## src/cbk_consts.svh

```systemverilog
// Constants of the clock bank strap and lock logic: offsets, fields, resets, timing.
// Assumes inclusion by bare name from the package and the design modules.
`ifndef CBK_CONSTS_SVH
`define CBK_CONSTS_SVH
`define CBK_NUM_BANKS 8
`define CBK_OFF_STRAP0 32'h0000_0000
`define CBK_OFF_STRAP1 32'h0000_0004
`define CBK_OFF_MODE 32'h0000_0008
`define CBK_OFF_STATUS 32'h0000_000C
`define CBK_OFF_IRQ_STAT 32'h0000_0010
`define CBK_OFF_IRQ_EN 32'h0000_0014
`define CBK_OFF_IRQ_CLR 32'h0000_0018
`define CBK_OFF_LOCKCFG 32'h0000_001C
`define CBK_TRI_LOW 2'h0
`define CBK_TRI_MID 2'h1
`define CBK_TRI_HIGH 2'h2
`define CBK_TRI_OPEN 2'h3
`define CBK_IRQ_LOCK_RISE 0
`define CBK_IRQ_LOCK_FALL 1
`define CBK_IRQ_STRAP_MOVE 2
`define CBK_IRQ_W 3
`define CBK_THR_LOW_RESET 8'h10
`define CBK_THR_MID_RESET 8'h08
`define CBK_THR_HIGH_RESET 8'h04
`define CBK_RANGE_LOW_MIN_MHZ 24
`define CBK_RANGE_LOW_MAX_MHZ 50
`define CBK_RANGE_MID_MIN_MHZ 48
`define CBK_RANGE_MID_MAX_MHZ 100
`define CBK_RANGE_HIGH_MIN_MHZ 96
`define CBK_RANGE_HIGH_MAX_MHZ 200
`endif

```

## src/cbk_pkg.sv

```systemverilog
// Types shared by the clock bank strap and lock logic.
// Assumes the constants header sits in the same folder.
`include "cbk_consts.svh"
package cbk_pkg;
	typedef enum logic [1:0] {
		CBK_LOW = `CBK_TRI_LOW,
		CBK_MID = `CBK_TRI_MID,
		CBK_HIGH = `CBK_TRI_HIGH
	} cbk_tri_t;
	typedef enum logic [2:0] {
		CBK_ST_RUN = 3'h1,
		CBK_ST_RESET = 3'h2,
		CBK_ST_TEST = 3'h4
	} cbk_state_t;
endpackage : cbk_pkg

```

## src/cbk_bank.sv

```systemverilog
// One output bank: divider, inversion, disable levels, phase delay and output gating.
// Assumes sys_clk_i is the PLL clock and all straps are already decoded ternaries.
`timescale 1ns/10ps
`include "cbk_consts.svh"
module cbk_bank #(
	parameter int DIV_W = 5
) (
	// Clock and reset.
	input wire logic sys_clk_i,
	input wire logic nrst_i,
	// Decoded ternary straps, two bits per digit.
	input wire logic [7:0] divide_select_i,
	input wire logic [3:0] phase_select_i,
	// Output control.
	input wire logic lvds_i,
	input wire logic gate_i,
	input wire logic bypass_i,
	input wire logic feedback_clock_i,
	// Output pair.
	output logic q0_o,
	output logic q1_o
);
	initial begin
		if (DIV_W < 2 || DIV_W > 8) $error("cbk_bank: DIV_W out of range");
	end

	// The divide digits fold into a ratio; digit 3 selects inversion or a disable level.
	wire logic [1:0] ds3 = divide_select_i[7:6];
	wire logic dis_low = (ds3 == `CBK_TRI_HIGH) && (divide_select_i[1:0] == `CBK_TRI_HIGH);
	wire logic dis_high = (ds3 == `CBK_TRI_HIGH) && (divide_select_i[1:0] == `CBK_TRI_MID);
	wire logic invert = (ds3 == `CBK_TRI_MID);
	// Products are widened first so that the largest ratio, 26, and delay, 8, survive the sum.
	wire logic [7:0] ratio_full = 8'(divide_select_i[5:4]) * 8'h09
		+ 8'(divide_select_i[3:2]) * 8'h03 + 8'(divide_select_i[1:0]);
	wire logic [DIV_W-1:0] ratio = ratio_full[DIV_W-1:0];
	wire logic [3:0] delay = 4'(phase_select_i[3:2]) * 4'h3 + 4'(phase_select_i[1:0]);

	logic [DIV_W-1:0] count;
	logic div_clk;
	logic [8:0] tap;
	logic gate_q;
	wire logic [DIV_W-1:0] next_count = (count >= ratio) ? '0 : DIV_W'(count + 1'b1);

	// Divider, phase delay line and a gate that only changes with the divided clock low.
	always_ff @(posedge sys_clk_i or negedge nrst_i) begin
		if (!nrst_i) begin
			count <= '0;
			div_clk <= 1'b0;
			tap <= '0;
			gate_q <= 1'b1;
		end else begin
			count <= next_count;
			if (next_count == '0) div_clk <= ~div_clk;
			tap <= {tap[7:0], div_clk};
			if (!tap[delay]) gate_q <= gate_i;
		end
	end

	// Gating forces low, but a disabled bank keeps its own level.
	wire logic raw = bypass_i ? feedback_clock_i : (tap[delay] ^ invert);
	wire logic level = dis_low ? 1'b0 : dis_high ? 1'b1 : (gate_q ? 1'b0 : raw);

	// In LVDS the pair is complementary; in LVCMOS both carry the same clock.
	always_ff @(posedge sys_clk_i or negedge nrst_i) begin
		if (!nrst_i) begin
			q0_o <= 1'b0;
			q1_o <= 1'b0;
		end else begin
			q0_o <= level;
			q1_o <= lvds_i ? ~level : level;
		end
	end

	chk_lvds_pair: assert property (@(posedge sys_clk_i) disable iff (!nrst_i)
		$past(lvds_i) && $past(nrst_i) |-> q1_o == ~q0_o) else $error("pair not complementary");
endmodule : cbk_bank

```

## src/cbk_top.sv

```systemverilog
// Strap decoding, lock flag, interrupts and AHB-Lite registers of the clock bank manager.
// Assumes sys_clk_i is the PLL output and straps are static except while in reset.
//
// Notes on behaviour
// - Signalling strap picks LVCMOS or LVDS per bank.
// - LVDS pair outputs are complements.
// - Four divide digits pick divider, inversion, enable.
// - Two phase digits pick bank phase.
// - Bypass not LOW holds PLL reset.
// - Range strap picks PLL frequency range.
// - Output gate forces enabled banks low, synchronously.
// - In run mode, lock flag high only when PLL locked.
// - Lock threshold depends on selected range.
// - Reset mode drives lock flag high.
// - Test mode: lock high iff all ternaries low.
// - Open ternary inputs read as MID.
`timescale 1ns/10ps
`include "cbk_consts.svh"
module cbk_top #(
	parameter int NUM_BANKS = `CBK_NUM_BANKS,
	parameter int DIV_W = 5
) (
	// Clock and reset.
	input wire logic sys_clk_i,
	input wire logic nrst_i,
	// Ternary straps, two bits each; code 3 means unconnected.
	input wire logic [1:0] signal_standard_select_i,
	input wire logic [1:0] pll_range_select_i,
	input wire logic [1:0] bypass_mode_select_i,
	input wire logic [1:0] reset_divide_i,
	input wire logic [NUM_BANKS*8-1:0] bank_divide_select_i,
	input wire logic [NUM_BANKS*4-1:0] bank_phase_select_i,
	// Two-level inputs and the 8-bit phase error.
	input wire logic sync_output_gate_i,
	input wire logic feedback_clock_input_i,
	input wire logic [7:0] phase_error_i,
	// PLL interface.
	output logic pll_reset_o,
	output logic [2:0] pll_range_o,
	// Clock banks.
	output logic [NUM_BANKS-1:0] bank_output_pair0_o,
	output logic [NUM_BANKS-1:0] bank_output_pair1_o,
	output logic [NUM_BANKS-1:0] bank_lvds_o,
	// Status.
	output logic lock_o,
	output logic irq_o,
	// AHB-Lite slave.
	input wire logic hsel_i,
	input wire logic [31:0] haddr_i,
	input wire logic [1:0] htrans_i,
	input wire logic hwrite_i,
	input wire logic [2:0] hsize_i,
	input wire logic [31:0] hwdata_i,
	input wire logic hready_i,
	output logic [31:0] hrdata_o,
	output logic hreadyout_o,
	output logic hresp_o
);
	initial begin
		if (NUM_BANKS != 8) $error("cbk_top: the signalling map serves exactly 8 banks");
	end

	localparam int NT = 4 + NUM_BANKS * 6;

	// Open inputs fold to MID; every ternary is gathered in one vector.
	wire logic [2*NT-1:0] tri_raw = {bank_phase_select_i, bank_divide_select_i,
		reset_divide_i, bypass_mode_select_i, pll_range_select_i, signal_standard_select_i};
	logic [2*NT-1:0] tri_dec;
	logic all_low;
	always_comb begin
		all_low = 1'b1;
		for (int i = 0; i < NT; i++) begin
			tri_dec[2*i +: 2] = (tri_raw[2*i +: 2] == `CBK_TRI_OPEN) ? `CBK_TRI_MID
				: tri_raw[2*i +: 2];
			if (tri_dec[2*i +: 2] != `CBK_TRI_LOW) all_low = 1'b0;
		end
	end
	wire logic [1:0] std_sel = tri_dec[1:0];
	wire logic [1:0] rng_sel = tri_dec[3:2];
	wire logic [1:0] byp_sel = tri_dec[5:4];
	wire logic [1:0] rst_sel = tri_dec[7:6];
	wire logic [NUM_BANKS*8-1:0] ds_dec = tri_dec[8 +: NUM_BANKS*8];
	wire logic [NUM_BANKS*4-1:0] ps_dec = tri_dec[8+NUM_BANKS*8 +: NUM_BANKS*4];

	// Mode decode: test mode whenever bypass is not LOW, reset mode on reset strap LOW.
	wire logic test_mode = (byp_sel != `CBK_TRI_LOW);
	wire logic reset_mode = !test_mode && (rst_sel == `CBK_TRI_LOW);
	wire cbk_pkg::cbk_state_t mode = test_mode ? cbk_pkg::CBK_ST_TEST
		: reset_mode ? cbk_pkg::CBK_ST_RESET : cbk_pkg::CBK_ST_RUN;
	wire logic bypass_fb = (byp_sel == `CBK_TRI_HIGH);
	assign pll_reset_o = test_mode;

	// Range decode, one-hot LOW/MID/HIGH.
	assign pll_range_o = (rng_sel == `CBK_TRI_LOW) ? 3'h1
		: (rng_sel == `CBK_TRI_MID) ? 3'h2 : 3'h4;

	// Even banks turn LVDS on MID, all banks on HIGH.
	genvar b;
	generate
		for (b = 0; b < NUM_BANKS; b++) begin : g_bank
			assign bank_lvds_o[b] = (std_sel == `CBK_TRI_HIGH)
				|| ((std_sel == `CBK_TRI_MID) && (b % 2 == 0));
			cbk_bank #(.DIV_W(DIV_W)) u_bank (
				.sys_clk_i(sys_clk_i),
				.nrst_i(nrst_i),
				.divide_select_i(ds_dec[8*b +: 8]),
				.phase_select_i(ps_dec[4*b +: 4]),
				.lvds_i(bank_lvds_o[b]),
				.gate_i(sync_output_gate_i),
				.bypass_i(bypass_fb),
				.feedback_clock_i(feedback_clock_input_i),
				.q0_o(bank_output_pair0_o[b]),
				.q1_o(bank_output_pair1_o[b])
			);
		end
	endgenerate

	// Registers written by software, plus the PLL-lock and strap samples.
	logic [7:0] thr_low;
	logic [7:0] thr_mid;
	logic [7:0] thr_high;
	logic [`CBK_IRQ_W-1:0] irq_stat;
	logic [`CBK_IRQ_W-1:0] irq_en;
	logic pll_lock;
	logic [2*NT-1:0] strap_q;

	// Threshold follows the range; the phase detector compares within it.
	wire logic [7:0] thr_sel = (rng_sel == `CBK_TRI_LOW) ? thr_low
		: (rng_sel == `CBK_TRI_MID) ? thr_mid : thr_high;
	wire logic aligned = (phase_error_i <= thr_sel);
	wire logic next_lock = test_mode ? all_low
		: reset_mode ? 1'b1
		: aligned;

	// Lock flag and PLL-lock tracking are registered for a clean output.
	always_ff @(posedge sys_clk_i or negedge nrst_i) begin
		if (!nrst_i) begin
			lock_o <= 1'b0;
			pll_lock <= 1'b0;
			strap_q <= '0;
		end else begin
			lock_o <= next_lock;
			pll_lock <= aligned;
			strap_q <= tri_dec;
		end
	end

	// Events: lock rise, lock fall, straps moving in run mode (not in reset or test mode).
	wire logic strap_move = (strap_q != tri_dec) && !test_mode && !reset_mode;
	wire logic [`CBK_IRQ_W-1:0] irq_evt = {strap_move, pll_lock & ~aligned, ~pll_lock & aligned};

	// AHB-Lite address phase capture; zero wait states.
	logic dph_valid;
	logic dph_write;
	logic [7:0] dph_addr;
	wire logic req = hsel_i && htrans_i[1] && hready_i;
	always_ff @(posedge sys_clk_i or negedge nrst_i) begin
		if (!nrst_i) begin
			dph_valid <= 1'b0;
			dph_write <= 1'b0;
			dph_addr <= 8'h00;
		end else begin
			dph_valid <= req;
			dph_write <= hwrite_i;
			dph_addr <= haddr_i[7:0];
		end
	end
	wire logic wr = dph_valid && dph_write;
	wire logic wr_cfg = wr && (32'(dph_addr) == `CBK_OFF_LOCKCFG);
	wire logic wr_en = wr && (32'(dph_addr) == `CBK_OFF_IRQ_EN);
	wire logic wr_clr = wr && (32'(dph_addr) == `CBK_OFF_IRQ_CLR);
	wire logic [`CBK_IRQ_W-1:0] clr_bits = wr_clr ? hwdata_i[`CBK_IRQ_W-1:0] : '0;

	// Register updates; a new event wins over a clear in the same cycle.
	always_ff @(posedge sys_clk_i or negedge nrst_i) begin
		if (!nrst_i) begin
			thr_low <= `CBK_THR_LOW_RESET;
			thr_mid <= `CBK_THR_MID_RESET;
			thr_high <= `CBK_THR_HIGH_RESET;
			irq_en <= '0;
			irq_stat <= '0;
		end else begin
			if (wr_cfg) begin
				thr_low <= hwdata_i[7:0];
				thr_mid <= hwdata_i[15:8];
				thr_high <= hwdata_i[23:16];
			end
			if (wr_en) irq_en <= hwdata_i[`CBK_IRQ_W-1:0];
			irq_stat <= (irq_stat & ~clr_bits) | irq_evt;
		end
	end
	assign irq_o = |(irq_stat & irq_en);

	// Read mux; unmapped addresses read zero.
	wire logic [31:0] rd_mux =
		(32'(dph_addr) == `CBK_OFF_STRAP0) ? tri_dec[31:0]
		: (32'(dph_addr) == `CBK_OFF_STRAP1) ? tri_dec[63:32]
		: (32'(dph_addr) == `CBK_OFF_MODE) ? {16'h0000, ps_dec == '0,
			bank_lvds_o, pll_range_o, 1'b0, mode}
		: (32'(dph_addr) == `CBK_OFF_STATUS) ? {29'h0, pll_reset_o, pll_lock, lock_o}
		: (32'(dph_addr) == `CBK_OFF_IRQ_STAT) ? {29'h0, irq_stat}
		: (32'(dph_addr) == `CBK_OFF_IRQ_EN) ? {29'h0, irq_en}
		: (32'(dph_addr) == `CBK_OFF_LOCKCFG) ? {8'h00, thr_high, thr_mid, thr_low}
		: 32'h0000_0000;
	assign hrdata_o = (dph_valid && !dph_write) ? rd_mux : 32'h0000_0000;
	assign hreadyout_o = 1'b1;
	assign hresp_o = 1'b0;

	chk_reset_lock: assert property (@(posedge sys_clk_i) disable iff (!nrst_i)
		reset_mode |=> lock_o) else $error("lock low in reset mode");
	chk_test_lock: assert property (@(posedge sys_clk_i) disable iff (!nrst_i)
		test_mode |=> lock_o == $past(all_low)) else $error("test lock wrong");
	chk_run_lock: assert property (@(posedge sys_clk_i) disable iff (!nrst_i)
		!test_mode && !reset_mode && phase_error_i > thr_sel |=> !lock_o)
		else $error("lock high while misaligned");
	chk_pll_reset: assert property (@(posedge sys_clk_i) disable iff (!nrst_i)
		pll_reset_o == (byp_sel != `CBK_TRI_LOW)) else $error("pll reset wrong");
	chk_lvds_map: assert property (@(posedge sys_clk_i) disable iff (!nrst_i)
		std_sel == `CBK_TRI_MID |-> bank_lvds_o == 8'h55) else $error("mid map wrong");
	chk_open_mid: assert property (@(posedge sys_clk_i) disable iff (!nrst_i)
		signal_standard_select_i == `CBK_TRI_OPEN |-> std_sel == `CBK_TRI_MID)
		else $error("open not mid");
	chk_range_map: assert property (@(posedge sys_clk_i) disable iff (!nrst_i)
		$onehot(pll_range_o)) else $error("range not one-hot");
	chk_irq_sticky: assert property (@(posedge sys_clk_i) disable iff (!nrst_i)
		irq_evt[0] |=> irq_stat[0]) else $error("event lost");
	cov_reset_mode: cover property (@(posedge sys_clk_i) reset_mode ##1 lock_o);
	cov_test_mode: cover property (@(posedge sys_clk_i) test_mode && all_low);
	cov_lock_rise: cover property (@(posedge sys_clk_i) !lock_o ##1 lock_o);
endmodule : cbk_top

```

## config.mk

```make
export PLATFORM = sky130hd
export DESIGN_NAME = cbk_top
export DESIGN_NICKNAME = d
export VERILOG_FILES = /design/src/cbk_pkg.sv /design/src/cbk_bank.sv /design/src/cbk_top.sv
export VERILOG_INCLUDE_DIRS = /design/src
export SDC_FILE = /design/constraint.sdc
export NUM_CORES = 1
export LEC_CHECK = 0
export ABC_AREA = 1
export BUFFER_PORTS_ARGS = -buffer_cell sky130_fd_sc_hd__buf_2
export CORE_ASPECT_RATIO = 1.2
export CORE_UTILIZATION = 30
export DETAILED_ROUTE_END_ITERATION = 8
export GPL_ROUTABILITY_DRIVEN = 0
export PLACE_DENSITY = 0.45
export SKIP_LAST_GASP = 1
export SYNTH_ARGS = -nofsm -noshare
export SYNTH_HDL_FRONTEND = slang
export SYNTH_SLANG_ARGS = --single-unit
```

## constraint.sdc

```tcl
create_clock -name sys_clk_i -period 2.1 [get_ports sys_clk_i]
set_clock_uncertainty 0.2 [all_clocks]
set_input_delay 0.21 -clock sys_clk_i [delete_from_list [all_inputs] [get_ports sys_clk_i]]
set_output_delay 0.21 -clock sys_clk_i [all_outputs]
set_load 0.1 [all_outputs]
```

=== Word level (Yosys, flattened, before mapping) ===
Cells that the tools add are included.

* Multiplexer cells: 133
* Bitwise operators: 32
* Eq/ne operators: 96
* $mul: 24
* Reductions and logical operators: 44
* Add/sub/neg operators: 32
* Magnitude comparators: 17

{| class="wikitable"
|+ Operators with widths
! kind !! count
|-
| $eq 2x2->1 const B || 70
|-
| $mux 24 || 5
|-
| $mux 2 || 53
|-
| $ne 104x104->1 || 1
|-
| $mux 32 || 3
|-
| $mul 2x2->4 const B || 16
|-
| $mux 1 || 50
|-
| $add 5x1->5 const B || 8
|-
| $add 5x2->5 || 8
|-
| $add 5x4->5 || 8
|-
| $ge 5x5->1 || 8
|-
| $logic_not 5->1 || 8
|-
| $lt 4x5->1 const B || 8
|-
| $mul 2x4->5 const B || 8
|-
| $mux 5 || 8
|-
| $eq 2x1->1 const B || 18
|-
| $add 4x2->4 || 8
|-
| $bmux 1 s4 || 8
|-
| $eq 8x5->1 const B || 4
|-
| $logic_not 32->1 || 1
|-
| $logic_and 1x1->1 || 26
|-
| $not 1->1 || 18
|-
| $eq 8x4->1 const B || 2
|-
| $mux 8 || 2
|-
| 14 further kinds || 29
|}

* Register bits: 290
* Output and inout bits: 64

=== Longest topological paths before layout ===
Gate-level depths: netlist of the first run.

* Depth in word-level cells: 13
* Depth in mapped cells: 19

=== Cells and area by module ===
From an unflattened synthesis of the first run, not the netlist that was laid out.

* Cells, all modules: 2103
* Area, all modules: 17489.3 sq um

{| class="wikitable"
|+ Modules (own cells, without submodules)
! module !! times used !! area an instance (sq um) !! seq. area each (sq um) !! cells an instance
|-
| cbk_top || 1 || 8041.5 || 3657.3 || 1034
|-
| cbk_bank at g_bank[3].u_bank ... || 5 || 1182.4 || 451.7 || 134
|-
| cbk_bank at g_bank[0].u_bank ... || 3 || 1178.6 || 451.7 || 133
|}

=== Worst setup path before layout of the first run ===
No wires, ideal clock.

* Path type: input to output
* Start point: input pll_range_select_i[0]
* End point: output hrdata_o[4]
* Path slack: -2.054 ns
* Stages on the path: 4
* Data arrival time: 3.744 ns
* Buffers on the path: 1
* Cell sequence: buf_2 > nor2_1 > nand2_1 > a31oi_1

* Cells in the longest elaborated chain, start to end: 8

{| class="wikitable"
|+ Ends and longest elaborated chain
! what !! RTL line !! RTL
|-
| from (decl) || cbk_top.sv:28 || <nowiki>input wire logic [1:0] pll_range_select_i,</nowiki>
|-
| $eq 2x2->1 (no line) || - ||
|-
| $mux 2 (*) || cbk_top.sv:73 || <nowiki>tri_dec[2*i +: 2] = (tri_raw[2*i +: 2] == `CBK_TRI_OPEN) ? `CBK_TRI_MID</nowiki>
|-
| $logic_not 2->1 (no line) (*) || - ||
|-
| $mux 3 (*) || cbk_top.sv:94 || <nowiki>assign pll_range_o = (rng_sel == `CBK_TRI_LOW) ? 3'h1</nowiki>
|-
| named net pll_range_o[0] || cbk_top.sv:39 || <nowiki>output logic [2:0] pll_range_o,</nowiki>
|-
| $mux 24 (*) || cbk_top.sv:198 || <nowiki>: (32'(dph_addr) == `CBK_OFF_MODE) ? {16'h0000, ps_dec == '0,</nowiki>
|-
| $mux 32 (*) || cbk_top.sv:197 || <nowiki>: (32'(dph_addr) == `CBK_OFF_STRAP1) ? tri_dec[63:32]</nowiki>
|-
| $mux 32 (*) || cbk_top.sv:196 || <nowiki>(32'(dph_addr) == `CBK_OFF_STRAP0) ? tri_dec[31:0]</nowiki>
|-
| $mux 32 (*) || cbk_top.sv:205 || <nowiki>assign hrdata_o = (dph_valid && !dph_write) ? rd_mux : 32'h0000_0000;</nowiki>
|-
| to (decl) || cbk_top.sv:55 || <nowiki>output logic [31:0] hrdata_o,</nowiki>
|}

The timed path passes the listed nets; every way through them passes the cells marked *.

=== Final worst setup path of the first run ===
* Start point: register dph_addr[6]
* End point: output hrdata_o[14]

* Cells in the longest elaborated chain, start to end: 9
* Elaborated cells on any way between the ends: 15
* Those cells by class: eq/ne: 6; mux: 8; reduce/logical: 1

{| class="wikitable"
|+ Ends and longest elaborated chain
! what !! RTL line !! RTL
|-
| from (decl) || cbk_top.sv:155 || <nowiki>logic [7:0] dph_addr;</nowiki>
|-
| from (signal assigned) || cbk_top.sv:165 || <nowiki>dph_addr <= haddr_i[7:0];</nowiki>
|-
| $eq 8x5->1 (no line) || - ||
|-
| $mux 24 || cbk_top.sv:203 || <nowiki>: (32'(dph_addr) == `CBK_OFF_LOCKCFG) ? {8'h00, thr_high, thr_mid, thr_low}</nowiki>
|-
| $mux 24 || cbk_top.sv:202 || <nowiki>: (32'(dph_addr) == `CBK_OFF_IRQ_EN) ? {29'h0, irq_en}</nowiki>
|-
| $mux 24 || cbk_top.sv:201 || <nowiki>: (32'(dph_addr) == `CBK_OFF_IRQ_STAT) ? {29'h0, irq_stat}</nowiki>
|-
| $mux 24 || cbk_top.sv:200 || <nowiki>: (32'(dph_addr) == `CBK_OFF_STATUS) ? {29'h0, pll_reset_o, pll_lock, lock_o}</nowiki>
|-
| $mux 24 || cbk_top.sv:198 ||
|-
| $mux 32 || cbk_top.sv:197 ||
|-
| $mux 32 (*) || cbk_top.sv:196 ||
|-
| $mux 32 (*) || cbk_top.sv:205 ||
|}

Every way passes the cells marked *; elsewhere a longest branch is shown, timed or not.

==> run_summary.xml, run 1 <==
<?xml version="1.0" encoding="UTF-8"?>
<metrics>
  <group name="outcome">
    <metric name="run_status" unit="">finished with violations</metric>
    <metric name="failing_checks" unit="">setup timing</metric>
  </group>
  <group name="die">
    <metric name="ioPinCount" unit="">252</metric>
    <metric name="core_area" unit="um^2">55300</metric>
    <metric name="dieWidth" unit="um">219</metric>
    <metric name="core.rowCount" unit="">94</metric>
    <metric name="floorplan.die_area" unit="um^2">57300</metric>
    <metric name="floorplan.initialDensity" unit="">0.306</metric>
    <metric name="dieHeight" unit="um">262</metric>
  </group>
  <group name="global_route">
    <metric name="wire_length_of_the_first_global_routing_pass" unit="um">81200</metric>
    <metric name="grt_pass1_vias" unit="">15200</metric>
    <metric name="grt_use_total" unit="">0.182</metric>
    <metric name="grt_start_max_net_pins" unit="">75</metric>
    <metric name="grt-ovfl-total" unit="">0</metric>
    <metric name="antenna_found_initial" unit="">5</metric>
  </group>
  <group name="placement">
    <metric name="placement.cell_area" unit="um^2">22000</metric>
    <metric name="hpwl" unit="um">38600</metric>
    <metric name="place.port_buffers" unit="">213</metric>
  </group>
  <group name="worst_setup_path">
    <metric name="cp_data_required_time" unit="ps">1690</metric>
    <metric name="rr_startpoint" unit="">thr_high[2]</metric>
    <metric name="worstReg2RegEnd" unit="">lock_o</metric>
    <metric name="setup_slack_of_the_most_critical_reg_to_reg_path" unit="ps">30</metric>
    <metric name="critical_path_class" unit="">reg -&gt; out</metric>
    <metric name="worst_setup_path_end_kind" unit="">output port</metric>
    <metric name="crit_arrival" unit="ps">2400</metric>
    <metric name="rr_worst_depth" unit="">10</metric>
    <metric name="startpoint_type" unit="">register</metric>
    <metric name="critical_path_peak_fanout" unit="">26</metric>
    <metric name="cp-startpoint" unit="">dph_addr[6]</metric>
  </group>
  <group name="clock_tree">
    <metric name="cts_buffer_depth" unit="">3</metric>
    <metric name="cts_max_level" unit="">2</metric>
    <metric name="clock_sink_count" unit="">290</metric>
    <metric name="cts.root.buffer_cell" unit="">sky130_fd_sc_hd__clkbuf_16</metric>
    <metric name="clk_pin_slew" unit="ps">60</metric>
    <metric name="clock_buffers_created_by_tritoncts" unit="">36</metric>
    <metric name="tritoncts" unit="">built</metric>
    <metric name="clock_insertion_delay_worst_skew" unit="ps">550</metric>
  </group>
  <group name="yosys">
    <metric name="post-synth-top-count-cell" unit="">sky130_fd_sc_hd__nand2_1</metric>
    <metric name="synthArstFlopShare" unit="">1.00</metric>
    <metric name="number_of_flops_mapped_to_enable_cells_by_yosys" unit="">0</metric>
    <metric name="yosysTopAreaCellShare" unit="">0.413</metric>
    <metric name="total_nets_after_synthesis" unit="">2283</metric>
    <metric name="yosysSeqAreaShare" unit="">0.430</metric>
    <metric name="post_synth_inst_count" unit="">1951</metric>
    <metric name="synth_top_area_cell" unit="">sky130_fd_sc_hd__dfrtp_1</metric>
    <metric name="synth.top_cells.by_count" unit="">sky130_fd_sc_hd__nand2_1 (410), sky130_fd_sc_hd__inv_1 (321), sky130_fd_sc_hd__dfrtp_1 (279), sky130_fd_sc_hd__nor2_1 (157), sky130_fd_sc_hd__ha_1 (116)</metric>
    <metric name="syn-mean-instance-area" unit="um^2">8.67</metric>
    <metric name="syn-cell-area" unit="um^2">16900</metric>
    <metric name="synth_top_flop_cell" unit="">sky130_fd_sc_hd__dfrtp_1</metric>
    <metric name="yosysUniqueCellTypes" unit="">46</metric>
    <metric name="yosys_warning_count" unit="">0</metric>
    <metric name="synth-seq-cells" unit="">290</metric>
    <metric name="synthTopCellsByArea" unit="">sky130_fd_sc_hd__dfrtp_1 (41%), sky130_fd_sc_hd__nand2_1 (9.1%), sky130_fd_sc_hd__ha_1 (8.6%)</metric>
  </group>
  <group name="drt">
    <metric name="drt_iter0_drc" unit="">616</metric>
    <metric name="route.antenna.remaining_nets" unit="">0</metric>
    <metric name="drc" unit="">0</metric>
    <metric name="vias" unit="">14500</metric>
    <metric name="drt_pre_antenna_iters" unit="">5</metric>
    <metric name="drt-total-wl" unit="um">51400</metric>
    <metric name="avgRoutedWirePerCell" unit="um">15.6</metric>
    <metric name="viasPerCell" unit="">4.40</metric>
  </group>
  <group name="timing">
    <metric name="fin_hold_ws" unit="ps">9.24</metric>
    <metric name="final-setup-viol-count" unit="">80</metric>
    <metric name="fmaxAchievable" unit="MHz">356</metric>
    <metric name="setup_repair_after_global_routing_missed_its_margin" unit="">yes</metric>
    <metric name="min_period_over_period" unit="">1.34</metric>
    <metric name="setup_slack" unit="ps">-705</metric>
    <metric name="timing.final.crit_period" unit="ps">2810</metric>
    <metric name="report.final.hold_viol_count" unit="">0</metric>
    <metric name="drv_slew" unit="">0</metric>
  </group>
  <group name="min_path">
    <metric name="worst_min_path_start" unit="">sync_output_gate_i</metric>
    <metric name="timing.hold.worst.class" unit="">in -&gt; reg</metric>
    <metric name="hold-path-cell-count" unit="">3</metric>
    <metric name="min_delay_worst_endpoint" unit="">g_bank[4].u_bank.gate_q</metric>
  </group>
  <group name="flow_run">
    <metric name="cap_violations" unit="">0</metric>
  </group>
  <group name="cells_and_area">
    <metric name="layout_cell_share_with_drive_strength_beyond_1" unit="">0.378</metric>
    <metric name="final_cell_area" unit="um^2">26300</metric>
    <metric name="num-fill-cells" unit="">5372</metric>
    <metric name="finalNetCount" unit="">2882</metric>
    <metric name="area_growth" unit="%">55.6</metric>
  </group>
  <group name="pwr">
    <metric name="power_per_cell_area" unit="nW/um^2">909</metric>
    <metric name="p_leak" unit="nW">12.9</metric>
    <metric name="max_rail_drop_vdd" unit="V">0.000869</metric>
  </group>
</metrics>
-- logic make-up after synthesis --
family,share of synthesized area
and+or+nand+nor,0.194
buffers and inverters,0.106
DFF,0.430
AOI/OAI and AO/OA,0.0707
adders and majority gates,0.119
xor gates and xnor gates,0.0632
muxes,0.0169
other,0.000444
-- cell usage in the layout, fill, tap and decap left out, types with 53 or more instances in the layout --
cell type,count
sky130_fd_sc_hd__buf_12,53
sky130_fd_sc_hd__buf_2,140
sky130_fd_sc_hd__buf_4,270
sky130_fd_sc_hd__dfrtp_1,279
sky130_fd_sc_hd__dlygate4sd3_1,146
sky130_fd_sc_hd__ha_1,96
sky130_fd_sc_hd__inv_1,259
sky130_fd_sc_hd__nand2_1,336
sky130_fd_sc_hd__nand2_2,65
sky130_fd_sc_hd__nand3_1,91
sky130_fd_sc_hd__nor2_1,100
sky130_fd_sc_hd__xnor2_1,72
-- per-layer routing --
metal / vias to the layer above / global-route usage / wire length, um
met5: - / 0 / 55
met4: 8 / 0.0469 / 1070
met3: 67 / 0.0297 / 1810
met2: 207 / 0.323 / 26300
met1: 6918 / 0.227 / 22200
li1: 7315 / - / -
-- registers in the layout, summed over array words and instances, names as in the netlist, 3 cells and up --
name                   cells
g_bank.u_bank.div_clk      8
irq_stat                   3
thr_low                    8
thr_mid                    8
dph_addr                   8
g_bank.u_bank.q0_o         8
strap_q                  104
g_bank.u_bank.tap         72
thr_high                   8
g_bank.u_bank.gate_q       8
irq_en                     3
g_bank.u_bank.count       40
g_bank.u_bank.q1_o         8
-- stage by stage --
step | setup TNS, ps | worst slack, ps | instances | total power (W) | util
4_1_cts | -46570 | -774 | 3271 | 0.0231 | 0.459
2_1_floorplan | -46180 | -1050 | 1951 | 0.0136 | -
6_report | -42020 | -705 | 3297 | 0.0239 | 0.476
3_5_place_dp | -68940 | -1270 | 3033 | 0.0160 | 0.398
3_3_place_gp | -65710 | -1240 | 3033 | 0.0158 | 0.398
5_1_grt | -51330 | -833 | 3297 | 0.0257 | 0.476
-- what timing repair did --
item	4_1_cts	5_1_grt
setup buffers	27	24
hold endpoints to repair	441	6
hold buffers	149	6
setup endpoints to repair	85	112
gates cloned	2	3
resized for setup	132	207
pin swaps	52	115
-- cell type report --
cell class | instances | area, um^2 | area share
Clock buffer | 57 | 1070 | 0.0407
Timing Repair Buffer | 666 | 6000 | 0.228
Timing Repair inverter | 1 | 5.00 | 0.000190
Multi-Input combinational cell | 1227 | 9660 | 0.367
Sequential cell | 290 | 7270 | 0.276
Tap cell | 720 | 901 | 0.0342
Inverter | 328 | 1330 | 0.0506
Antenna cell | 1 | 2.50 | 0.0000951
Clock inverter | 7 | 67.6 | 0.00257
-- power by group --
group	total [W]	internal (W)	switching, W
Clock	0.00610	0.00362	0.00248
Sequential	0.00805	0.00708	0.000967
Combinational	0.00977	0.00426	0.00551
Total	0.0239	0.0150	0.00895
-- worst max-delay path, cell delays in order, from the launching register on --
cell and delay [ps]:
sky130_fd_sc_hd__dfrtp_1 360, sky130_fd_sc_hd__inv_1 60, sky130_fd_sc_hd__nand2_2 80, sky130_fd_sc_hd__nor2_2 100, sky130_fd_sc_hd__nand2_2 70, sky130_fd_sc_hd__buf_6 130, sky130_fd_sc_hd__nor2_4 110, sky130_fd_sc_hd__buf_12 230
sky130_fd_sc_hd__a21oi_1 100, sky130_fd_sc_hd__a221oi_4 370, sky130_fd_sc_hd__buf_12 230
-- how the worst max path moves through the flow --
stage / end / slack, ps
after global routing: hrdata_o[2] / -830
after floorplan: g_bank[1].u_bank.div_clk / -1050
after global placement: g_bank[1].u_bank.div_clk / -1240
after detailed placement: g_bank[1].u_bank.div_clk / -1270
after CTS: hrdata_o[14] / -770
final: hrdata_o[14] / -710
Power figures use the tool's default switching activity.
==> run 2: changes to the inputs <==
Settings changed: PLACE_DENSITY 0.45 to 0.44, SKIP_LAST_GASP 1 to not set.
==> run 2 against run 1 <==
Against the previous run:
- die area is the same
- wire length grew 1.1%
- highest routed layer unchanged
- final area grew 2.1%
- the flow still finishes with violations (setup timing)
- flip-flop and latch count is the same
==> run_summary.xml, run 2 (synthesis results as in run 1) <==
<?xml version="1.0" encoding="UTF-8"?>
<metrics>
  <group name="outcome">
    <metric name="run_status" unit="">finished with violations</metric>
    <metric name="failing_checks" unit="">setup timing</metric>
  </group>
  <group name="die">
    <metric name="dieHeight" unit="um">262</metric>
    <metric name="floorplan.die_area" unit="um^2">57300</metric>
    <metric name="core.rowCount" unit="">94</metric>
    <metric name="core_area" unit="um^2">55300</metric>
    <metric name="dieWidth" unit="um">219</metric>
    <metric name="floorplan.initialDensity" unit="">0.306</metric>
    <metric name="ioPinCount" unit="">252</metric>
  </group>
  <group name="pwr">
    <metric name="finalPower" unit="W">0.0245</metric>
    <metric name="p_sw" unit="W">0.00901</metric>
    <metric name="p_leak" unit="nW">13.2</metric>
    <metric name="power_frac_comb" unit="">0.392</metric>
    <metric name="switching_share" unit="">0.367</metric>
    <metric name="max_rail_drop_vdd" unit="V">0.00103</metric>
    <metric name="clk_pwr_share" unit="">0.281</metric>
    <metric name="power_per_cell_area" unit="nW/um^2">913</metric>
    <metric name="power_frac_seq" unit="">0.327</metric>
    <metric name="p_int" unit="W">0.0155</metric>
  </group>
  <group name="drt">
    <metric name="avgRoutedWirePerCell" unit="um">15.7</metric>
    <metric name="drc" unit="">0</metric>
    <metric name="met3WireLength" unit="um">1830</metric>
    <metric name="vias" unit="">14700</metric>
    <metric name="highest-signal-layer" unit="">met5</metric>
    <metric name="met2RoutedLength" unit="um">26600</metric>
    <metric name="drt-met1-wl" unit="um">22400</metric>
    <metric name="drt_pre_antenna_iters" unit="">4</metric>
    <metric name="viasPerCell" unit="">4.45</metric>
    <metric name="drt-total-wl" unit="um">52000</metric>
    <metric name="route.antenna.remaining_nets" unit="">0</metric>
    <metric name="drt_iter0_drc" unit="">531</metric>
  </group>
  <group name="flow_run">
    <metric name="cap_violations" unit="">0</metric>
  </group>
  <group name="worst_setup_path">
    <metric name="critical_path_class" unit="">in -&gt; reg</metric>
    <metric name="critical_path_s_largest_stage_delay" unit="ps">500</metric>
    <metric name="path_cells" unit="">buf_6 -&gt; clkinvlp_4 -&gt; nand2_4 -&gt; fa_1 -&gt; fa_2 -&gt; inv_2 -&gt; fa_2 -&gt; a31o_4 -&gt; xor2_1 -&gt; ha_1 -&gt; nand2_2 -&gt; inv_1 -&gt; nand4_1 -&gt; o2111ai_4 -&gt; o21bai_4 -&gt; nand3b_1 -&gt; nand2_1</metric>
    <metric name="cpMaxStageDelayCell" unit="">sky130_fd_sc_hd__fa_1</metric>
    <metric name="crit_family" unit="">adder cells</metric>
    <metric name="startpoint_type" unit="">input pin</metric>
    <metric name="crit_arrival" unit="ps">3060</metric>
    <metric name="worst_setup_path_end_kind" unit="">register</metric>
    <metric name="critPathMostFrequentCell" unit="">sky130_fd_sc_hd__fa_2</metric>
    <metric name="cp_data_required_time" unit="ps">2330</metric>
    <metric name="critical_path_peak_fanout" unit="">4</metric>
    <metric name="cp_num_buf_inv" unit="">4</metric>
  </group>
  <group name="timing">
    <metric name="fmaxAchievable" unit="MHz">353</metric>
    <metric name="setup_repair_after_global_routing_missed_its_margin" unit="">yes</metric>
    <metric name="min_period_over_period" unit="">1.35</metric>
    <metric name="report.final.hold_viol_count" unit="">0</metric>
    <metric name="timing.final.crit_period" unit="ps">2830</metric>
    <metric name="fin_hold_ws" unit="ps">27.7</metric>
    <metric name="setup_slack" unit="ps">-729</metric>
    <metric name="final-setup-viol-count" unit="">81</metric>
    <metric name="totalNegativeSetupSlack" unit="ps">-41020</metric>
    <metric name="worst_slew_pin_slew" unit="ps">556</metric>
    <metric name="max-slew-margin-rel" unit="">0.629</metric>
    <metric name="drv_slew" unit="">0</metric>
  </group>
  <group name="clock_tree">
    <metric name="cts_buffer_depth" unit="">3</metric>
    <metric name="tritoncts" unit="">built</metric>
    <metric name="cts.root.buffer_cell" unit="">sky130_fd_sc_hd__clkbuf_16</metric>
    <metric name="clock_insertion_delay_worst_skew" unit="ps">540</metric>
    <metric name="clock_sink_count" unit="">290</metric>
    <metric name="clk_pin_slew" unit="ps">60</metric>
    <metric name="cts_max_level" unit="">2</metric>
    <metric name="clock_buffers_created_by_tritoncts" unit="">38</metric>
  </group>
  <group name="global_route">
    <metric name="wire_length_of_the_first_global_routing_pass" unit="um">82500</metric>
    <metric name="grt_start_max_net_pins" unit="">61</metric>
    <metric name="grt_use_total" unit="">0.184</metric>
    <metric name="antenna_found_initial" unit="">6</metric>
    <metric name="grt_pass1_vias" unit="">15500</metric>
    <metric name="grt-ovfl-total" unit="">0</metric>
  </group>
  <group name="placement">
    <metric name="dp_slack" unit="ps">-1310</metric>
    <metric name="placement.cell_area" unit="um^2">22100</metric>
    <metric name="place.port_buffers" unit="">213</metric>
    <metric name="hpwl" unit="um">38900</metric>
  </group>
  <group name="min_path">
    <metric name="timing.hold.worst.class" unit="">in -&gt; async</metric>
  </group>
  <group name="cells_and_area">
    <metric name="num-fill-cells" unit="">5186</metric>
    <metric name="largest_register" unit="">strap_q</metric>
    <metric name="regArea" unit="um^2">7270</metric>
    <metric name="final_cell_mix" unit="">sky130_fd_sc_hd__nand2_1 (312), sky130_fd_sc_hd__dfrtp_1 (279), sky130_fd_sc_hd__inv_1 (257), sky130_fd_sc_hd__buf_4 (257), sky130_fd_sc_hd__buf_2 (151)</metric>
    <metric name="layout_commonest_cell" unit="">sky130_fd_sc_hd__nand2_1</metric>
    <metric name="finalNetCount" unit="">2889</metric>
    <metric name="multiInputGateArea" unit="um^2">9960</metric>
    <metric name="area_growth" unit="%">58.8</metric>
    <metric name="final_cell_area" unit="um^2">26900</metric>
    <metric name="layout_cell_share_with_drive_strength_beyond_1" unit="">0.401</metric>
    <metric name="top_regs" unit="">strap_q (104), g_bank.u_bank.tap (72), g_bank.u_bank.count (40)</metric>
    <metric name="largest_reg_flops" unit="">104</metric>
  </group>
</metrics>
## run 2: cell count changes in the layout (fill, tap and decap cells not counted), sizes merged
cell and delta:
bufinv +4, diode +2, dlymetal6s4s -4, bufbuf -1, clkbuf -4, dlymetal6s2s +1
clkinvlp +4, dlygate4sd3 +3, clkinv -1, buf +8
## run 2: area by class of cell
class	count	share of cell area
Clock inverter	14	0.00783
Tap cell	720	0.0335
Timing Repair Buffer	671	0.225
Multi-Input combinational cell	1227	0.371
Clock buffer	55	0.0412
Timing Repair inverter	1	0.000419
Antenna cell	3	0.000280
Sequential cell	290	0.271
Inverter	328	0.0499
## run 2: what timing repair did
item | 4_1_cts | 5_1_grt
setup endpoints to repair | 95 | 108
buffers inserted | 21 | 31
resized for setup | 171 | 249
cloned | 5 | 0
pin swaps | 56 | 114
hold buffers | 149 | 7
hold endpoints to repair | 439 | 7
## run 2: worst reg2reg max path, stage by stage, from the launching register on
cell	delay [ps]
sky130_fd_sc_hd__dfstp_2	540
sky130_fd_sc_hd__a22o_1	120
sky130_fd_sc_hd__a21oi_1	50
sky130_fd_sc_hd__ha_1	290
sky130_fd_sc_hd__nand2_2	60
sky130_fd_sc_hd__o21ai_2	130
sky130_fd_sc_hd__nand2_1	60
sky130_fd_sc_hd__o211ai_1	130
sky130_fd_sc_hd__o41ai_4	190
sky130_fd_sc_hd__o21ai_1	150
sky130_fd_sc_hd__inv_1	40
## run 2: through the flow
| stage | util | cells |
|---|---|---|
| floorplan | - | 1951 |
| global placement | 0.400 | 3037 |
| detailed placement | 0.400 | 3037 |
| CTS | 0.467 | 3279 |
| global route | 0.486 | 3308 |
| finish | 0.486 | 3309 |
## run 2: path summary, 6_finish.rpt
check | start | endpoint | slack (ps) | cells past startpoint
min | nrst_i | strap_q[57] | 30 | 2
min in group sys_clk_i | sync_output_gate_i | g_bank[2].u_bank.gate_q | 30 | 3
max in group asynchronous | nrst_i | thr_high[2] | 980 | 3
max reg2reg | thr_high[2] | lock_o | 30 | 10
max | bank_divide_select_i[8] | g_bank[1].u_bank.div_clk | -730 | 17
min reg2reg | g_bank[5].u_bank.tap[7] | g_bank[5].u_bank.tap[8] | 160 | 0
## run 2: per-layer routing
metal / global-route usage / vias to the layer above
met2: 0.328 / 213
li1: - / 7344
met3: 0.0300 / 62
met4: 0.0494 / 4
met5: 0 / -
met1: 0.230 / 7106
## run 2: power groups by stage
stage / clock network, W / logic [W] / registers, W
3_3_place_gp: 0 / 0.00765 / 0.00809
3_5_place_dp: 0 / 0.00781 / 0.00811
6_report: 0.00689 / 0.00962 / 0.00802
2_1_floorplan: 0 / 0.00582 / 0.00779
5_1_grt: 0.00735 / 0.0107 / 0.00823
4_1_cts: 0.00715 / 0.00887 / 0.00804
==> run 3: changes to the inputs <==
Settings changed: CORE_UTILIZATION 30 to 58, PLACE_DENSITY 0.44 to 0.78, SKIP_CTS_REPAIR_TIMING set to 1, SKIP_LAST_GASP set to 1.
==> run 3 against run 2 <==
Against the previous run:
- the flow finishes with violations (hold timing, setup timing)
- clock power decreased by 12%
- critical endpoint is now hrdata_o[1]
- utilization grew 41 points
- critical path depth down 7
- global-route usage is 12 points higher
- combinational power increased by 10%
- largest power group unchanged
- wire length up 28%
- flip-flop and latch count unchanged
- worst hold slack lost 71 ps
- highest routed layer unchanged
- sequential share of layout area grew 1.1 points
- maximum frequency shrank 7.3%
- first-iteration DRC count rose to 2.8 times the previous value
==> run_summary.xml, run 3 (synthesis results as in run 1) <==
<?xml version="1.0" encoding="UTF-8"?>
<metrics>
  <group name="die">
    <metric name="ioPinCount" unit="">252</metric>
    <metric name="core_area" unit="um^2">28800</metric>
    <metric name="floorplan.die_area" unit="um^2">29800</metric>
    <metric name="dieHeight" unit="um">189</metric>
    <metric name="dieWidth" unit="um">158</metric>
    <metric name="floorplan.initialDensity" unit="">0.588</metric>
    <metric name="core.rowCount" unit="">68</metric>
  </group>
  <group name="worst_setup_path">
    <metric name="cpMaxStageDelayCell" unit="">sky130_fd_sc_hd__dfrtp_1</metric>
    <metric name="cp-startpoint" unit="">dph_addr[6]</metric>
    <metric name="cp_data_required_time" unit="ps">1690</metric>
    <metric name="cp_num_buf_inv" unit="">4</metric>
    <metric name="startpoint_type" unit="">register</metric>
    <metric name="critical_path_peak_fanout" unit="">4</metric>
    <metric name="path_cells" unit="">inv_1 -&gt; nand2_2 -&gt; nor3_4 -&gt; buf_4 -&gt; nand3_1 -&gt; o21ai_0 -&gt; o2111ai_1 -&gt; nand2_1 -&gt; clkinvlp_4 -&gt; buf_12</metric>
    <metric name="critical_path_s_largest_stage_delay" unit="ps">370</metric>
    <metric name="crit_arrival" unit="ps">2640</metric>
    <metric name="crit_family" unit="">simple AND/OR/NAND/NOR gates</metric>
    <metric name="worst_setup_path_end_kind" unit="">output port</metric>
    <metric name="critical_path_class" unit="">reg -&gt; out</metric>
    <metric name="rr_startpoint" unit="">thr_high[4]</metric>
  </group>
  <group name="cells_and_area">
    <metric name="area_growth" unit="%">52.4</metric>
    <metric name="largest_register" unit="">strap_q</metric>
    <metric name="top_regs" unit="">strap_q (104), g_bank.u_bank.tap (72), g_bank.u_bank.count (40)</metric>
    <metric name="finalNetCount" unit="">2855</metric>
    <metric name="layout_cell_share_with_drive_strength_beyond_1" unit="">0.373</metric>
    <metric name="largest_reg_flops" unit="">104</metric>
    <metric name="final_cell_mix" unit="">sky130_fd_sc_hd__nand2_1 (335), sky130_fd_sc_hd__dfrtp_1 (279), sky130_fd_sc_hd__inv_1 (263), sky130_fd_sc_hd__buf_4 (236), sky130_fd_sc_hd__buf_2 (159)</metric>
    <metric name="stdcell_count" unit="">2938</metric>
    <metric name="layout_commonest_cell" unit="">sky130_fd_sc_hd__nand2_1</metric>
  </group>
  <group name="pwr">
    <metric name="p_leak" unit="nW">12.8</metric>
    <metric name="power_frac_seq" unit="">0.329</metric>
    <metric name="clk_pwr_share" unit="">0.245</metric>
    <metric name="p_int" unit="W">0.0148</metric>
    <metric name="p_sw" unit="W">0.00996</metric>
    <metric name="power_frac_comb" unit="">0.426</metric>
    <metric name="switching_share" unit="">0.402</metric>
    <metric name="power_per_cell_area" unit="nW/um^2">963</metric>
    <metric name="max_rail_drop_vdd" unit="V">0.000763</metric>
  </group>
  <group name="global_route">
    <metric name="wire_length_of_the_first_global_routing_pass" unit="um">71800</metric>
    <metric name="grt_pass1_vias" unit="">15100</metric>
    <metric name="grt_start_max_net_pins" unit="">62</metric>
    <metric name="grt-ovfl-total" unit="">0</metric>
    <metric name="antenna_found_initial" unit="">7</metric>
    <metric name="grt_use_total" unit="">0.307</metric>
  </group>
  <group name="drt">
    <metric name="drc" unit="">0</metric>
    <metric name="drt_pre_antenna_iters" unit="">6</metric>
    <metric name="drt-total-wl" unit="um">66400</metric>
    <metric name="drt_iter0_drc" unit="">1491</metric>
    <metric name="vias" unit="">17300</metric>
    <metric name="avgRoutedWirePerCell" unit="um">22.6</metric>
    <metric name="route.antenna.remaining_nets" unit="">0</metric>
    <metric name="viasPerCell" unit="">5.90</metric>
  </group>
  <group name="min_path">
    <metric name="timing.hold.worst.class" unit="">in -&gt; async</metric>
  </group>
  <group name="timing">
    <metric name="timing.final.crit_period" unit="ps">3050</metric>
    <metric name="setup_repair_after_global_routing_missed_its_margin" unit="">yes</metric>
    <metric name="drv_slew" unit="">0</metric>
    <metric name="report.final.hold_viol_count" unit="">12</metric>
    <metric name="max-slew-margin-rel" unit="">0.611</metric>
    <metric name="final-setup-viol-count" unit="">94</metric>
    <metric name="setup_slack" unit="ps">-951</metric>
    <metric name="fin_hold_ws" unit="ps">-43.2</metric>
    <metric name="min_period_over_period" unit="">1.45</metric>
    <metric name="fmaxAchievable" unit="MHz">328</metric>
    <metric name="worst_slew_pin_slew" unit="ps">584</metric>
  </group>
  <group name="clock_tree">
    <metric name="cts_buffer_depth" unit="">3</metric>
    <metric name="cts.root.buffer_cell" unit="">sky130_fd_sc_hd__clkbuf_16</metric>
    <metric name="clock_insertion_delay_worst_skew" unit="ps">580</metric>
    <metric name="clock_buffers_created_by_tritoncts" unit="">31</metric>
    <metric name="tritoncts" unit="">built</metric>
    <metric name="clk_pin_slew" unit="ps">70</metric>
    <metric name="cts_max_level" unit="">1</metric>
    <metric name="clock_sink_count" unit="">290</metric>
  </group>
  <group name="outcome">
    <metric name="failing_checks" unit="">hold timing, setup timing</metric>
    <metric name="run_status" unit="">finished with violations</metric>
  </group>
  <group name="flow_run">
    <metric name="cap_violations" unit="">0</metric>
  </group>
  <group name="placement">
    <metric name="place.detailed.instances" unit="">2684</metric>
    <metric name="hpwl" unit="um">34300</metric>
    <metric name="place.port_buffers" unit="">213</metric>
  </group>
</metrics>
## run 3: changes by cell type in the layout (fill, tap and decap cells not counted), moves of 11 or more
cell                      before  now
sky130_fd_sc_hd__nand2_1     312  335
sky130_fd_sc_hd__nand2_4      31   20
sky130_fd_sc_hd__a21oi_2      33   22
sky130_fd_sc_hd__buf_6        41   29
sky130_fd_sc_hd__nand2_2      72   59
sky130_fd_sc_hd__buf_4       257  236
## run 3: per-stage QoR
stage               power (W)  setup TNS, ps  worst slack (ps)  instance area [um^2]   util
finish                 0.0248         -59140              -951                 25800  0.896
floorplan              0.0136         -46180             -1050                 18000      -
detailed placement     0.0159         -66460             -1300                 21500  0.747
global route           0.0258         -66970             -1040                 25800  0.896
CTS                    0.0219         -46750              -768                 22600  0.785
global placement       0.0154         -59930             -1190                 21500  0.747
## run 3: cell type report
| class | count | area, um^2 |
|---|---|---|
| inverter | 328 | 1340 |
| antenna | 5 | 12.5 |
| timing repair inverter | 1 | 5.00 |
| sequential | 290 | 7270 |
| multi-input combinational | 1227 | 9760 |
| timing repair buffer | 644 | 5790 |
| clock inverter | 14 | 211 |
| fill | 1164 | 2990 |
| clock buffer | 44 | 895 |
| tap | 385 | 482 |
## run 3: power groups by stage
stage          logic (W)  registers, W  clock network (W)
2_1_floorplan    0.00582       0.00779                  0
3_3_place_gp     0.00740       0.00801                  0
3_5_place_dp     0.00784       0.00808                  0
4_1_cts          0.00794       0.00802            0.00594
5_1_grt           0.0113       0.00830            0.00628
6_report          0.0106       0.00817            0.00607
## run 3: final timing paths
check                                           to  slack [ps]  depth (start not counted)
setup / recovery                       hrdata_o[1]        -950                         10
hold reg to reg            g_bank[3].u_bank.tap[6]         170                          0
min in group sys_clk_i       g_bank[7].u_bank.q0_o         -20                          5
setup reg to reg                            lock_o        -410                         12
hold / removal                         strap_q[67]         -40                          2
max in group asynchronous              thr_high[2]         990                          3
## run 3: layer usage
layer / GRT usage / up-vias / part of all wire
met1: 0.362 / 8368 / 0.33
met2: 0.547 / 1189 / 0.48
li1: - / 7264 / -
met5: 0 / - / 0.00048
met4: 0.140 / 6 / 0.092
met3: 0.0449 / 513 / 0.092
## run 3: worst register-to-register path, stage by stage (launching register included)
cell and delay (ps):
sky130_fd_sc_hd__dfrtp_1 410, sky130_fd_sc_hd__inv_1 90, sky130_fd_sc_hd__nor2_1 50, sky130_fd_sc_hd__a221oi_1 460, sky130_fd_sc_hd__ha_1 280, sky130_fd_sc_hd__nand2_1 100, sky130_fd_sc_hd__nor2_1 130, sky130_fd_sc_hd__nand2_1 80
sky130_fd_sc_hd__o211ai_1 100, sky130_fd_sc_hd__o41ai_2 110, sky130_fd_sc_hd__buf_4 180, sky130_fd_sc_hd__o21ai_2 150, sky130_fd_sc_hd__inv_1 60
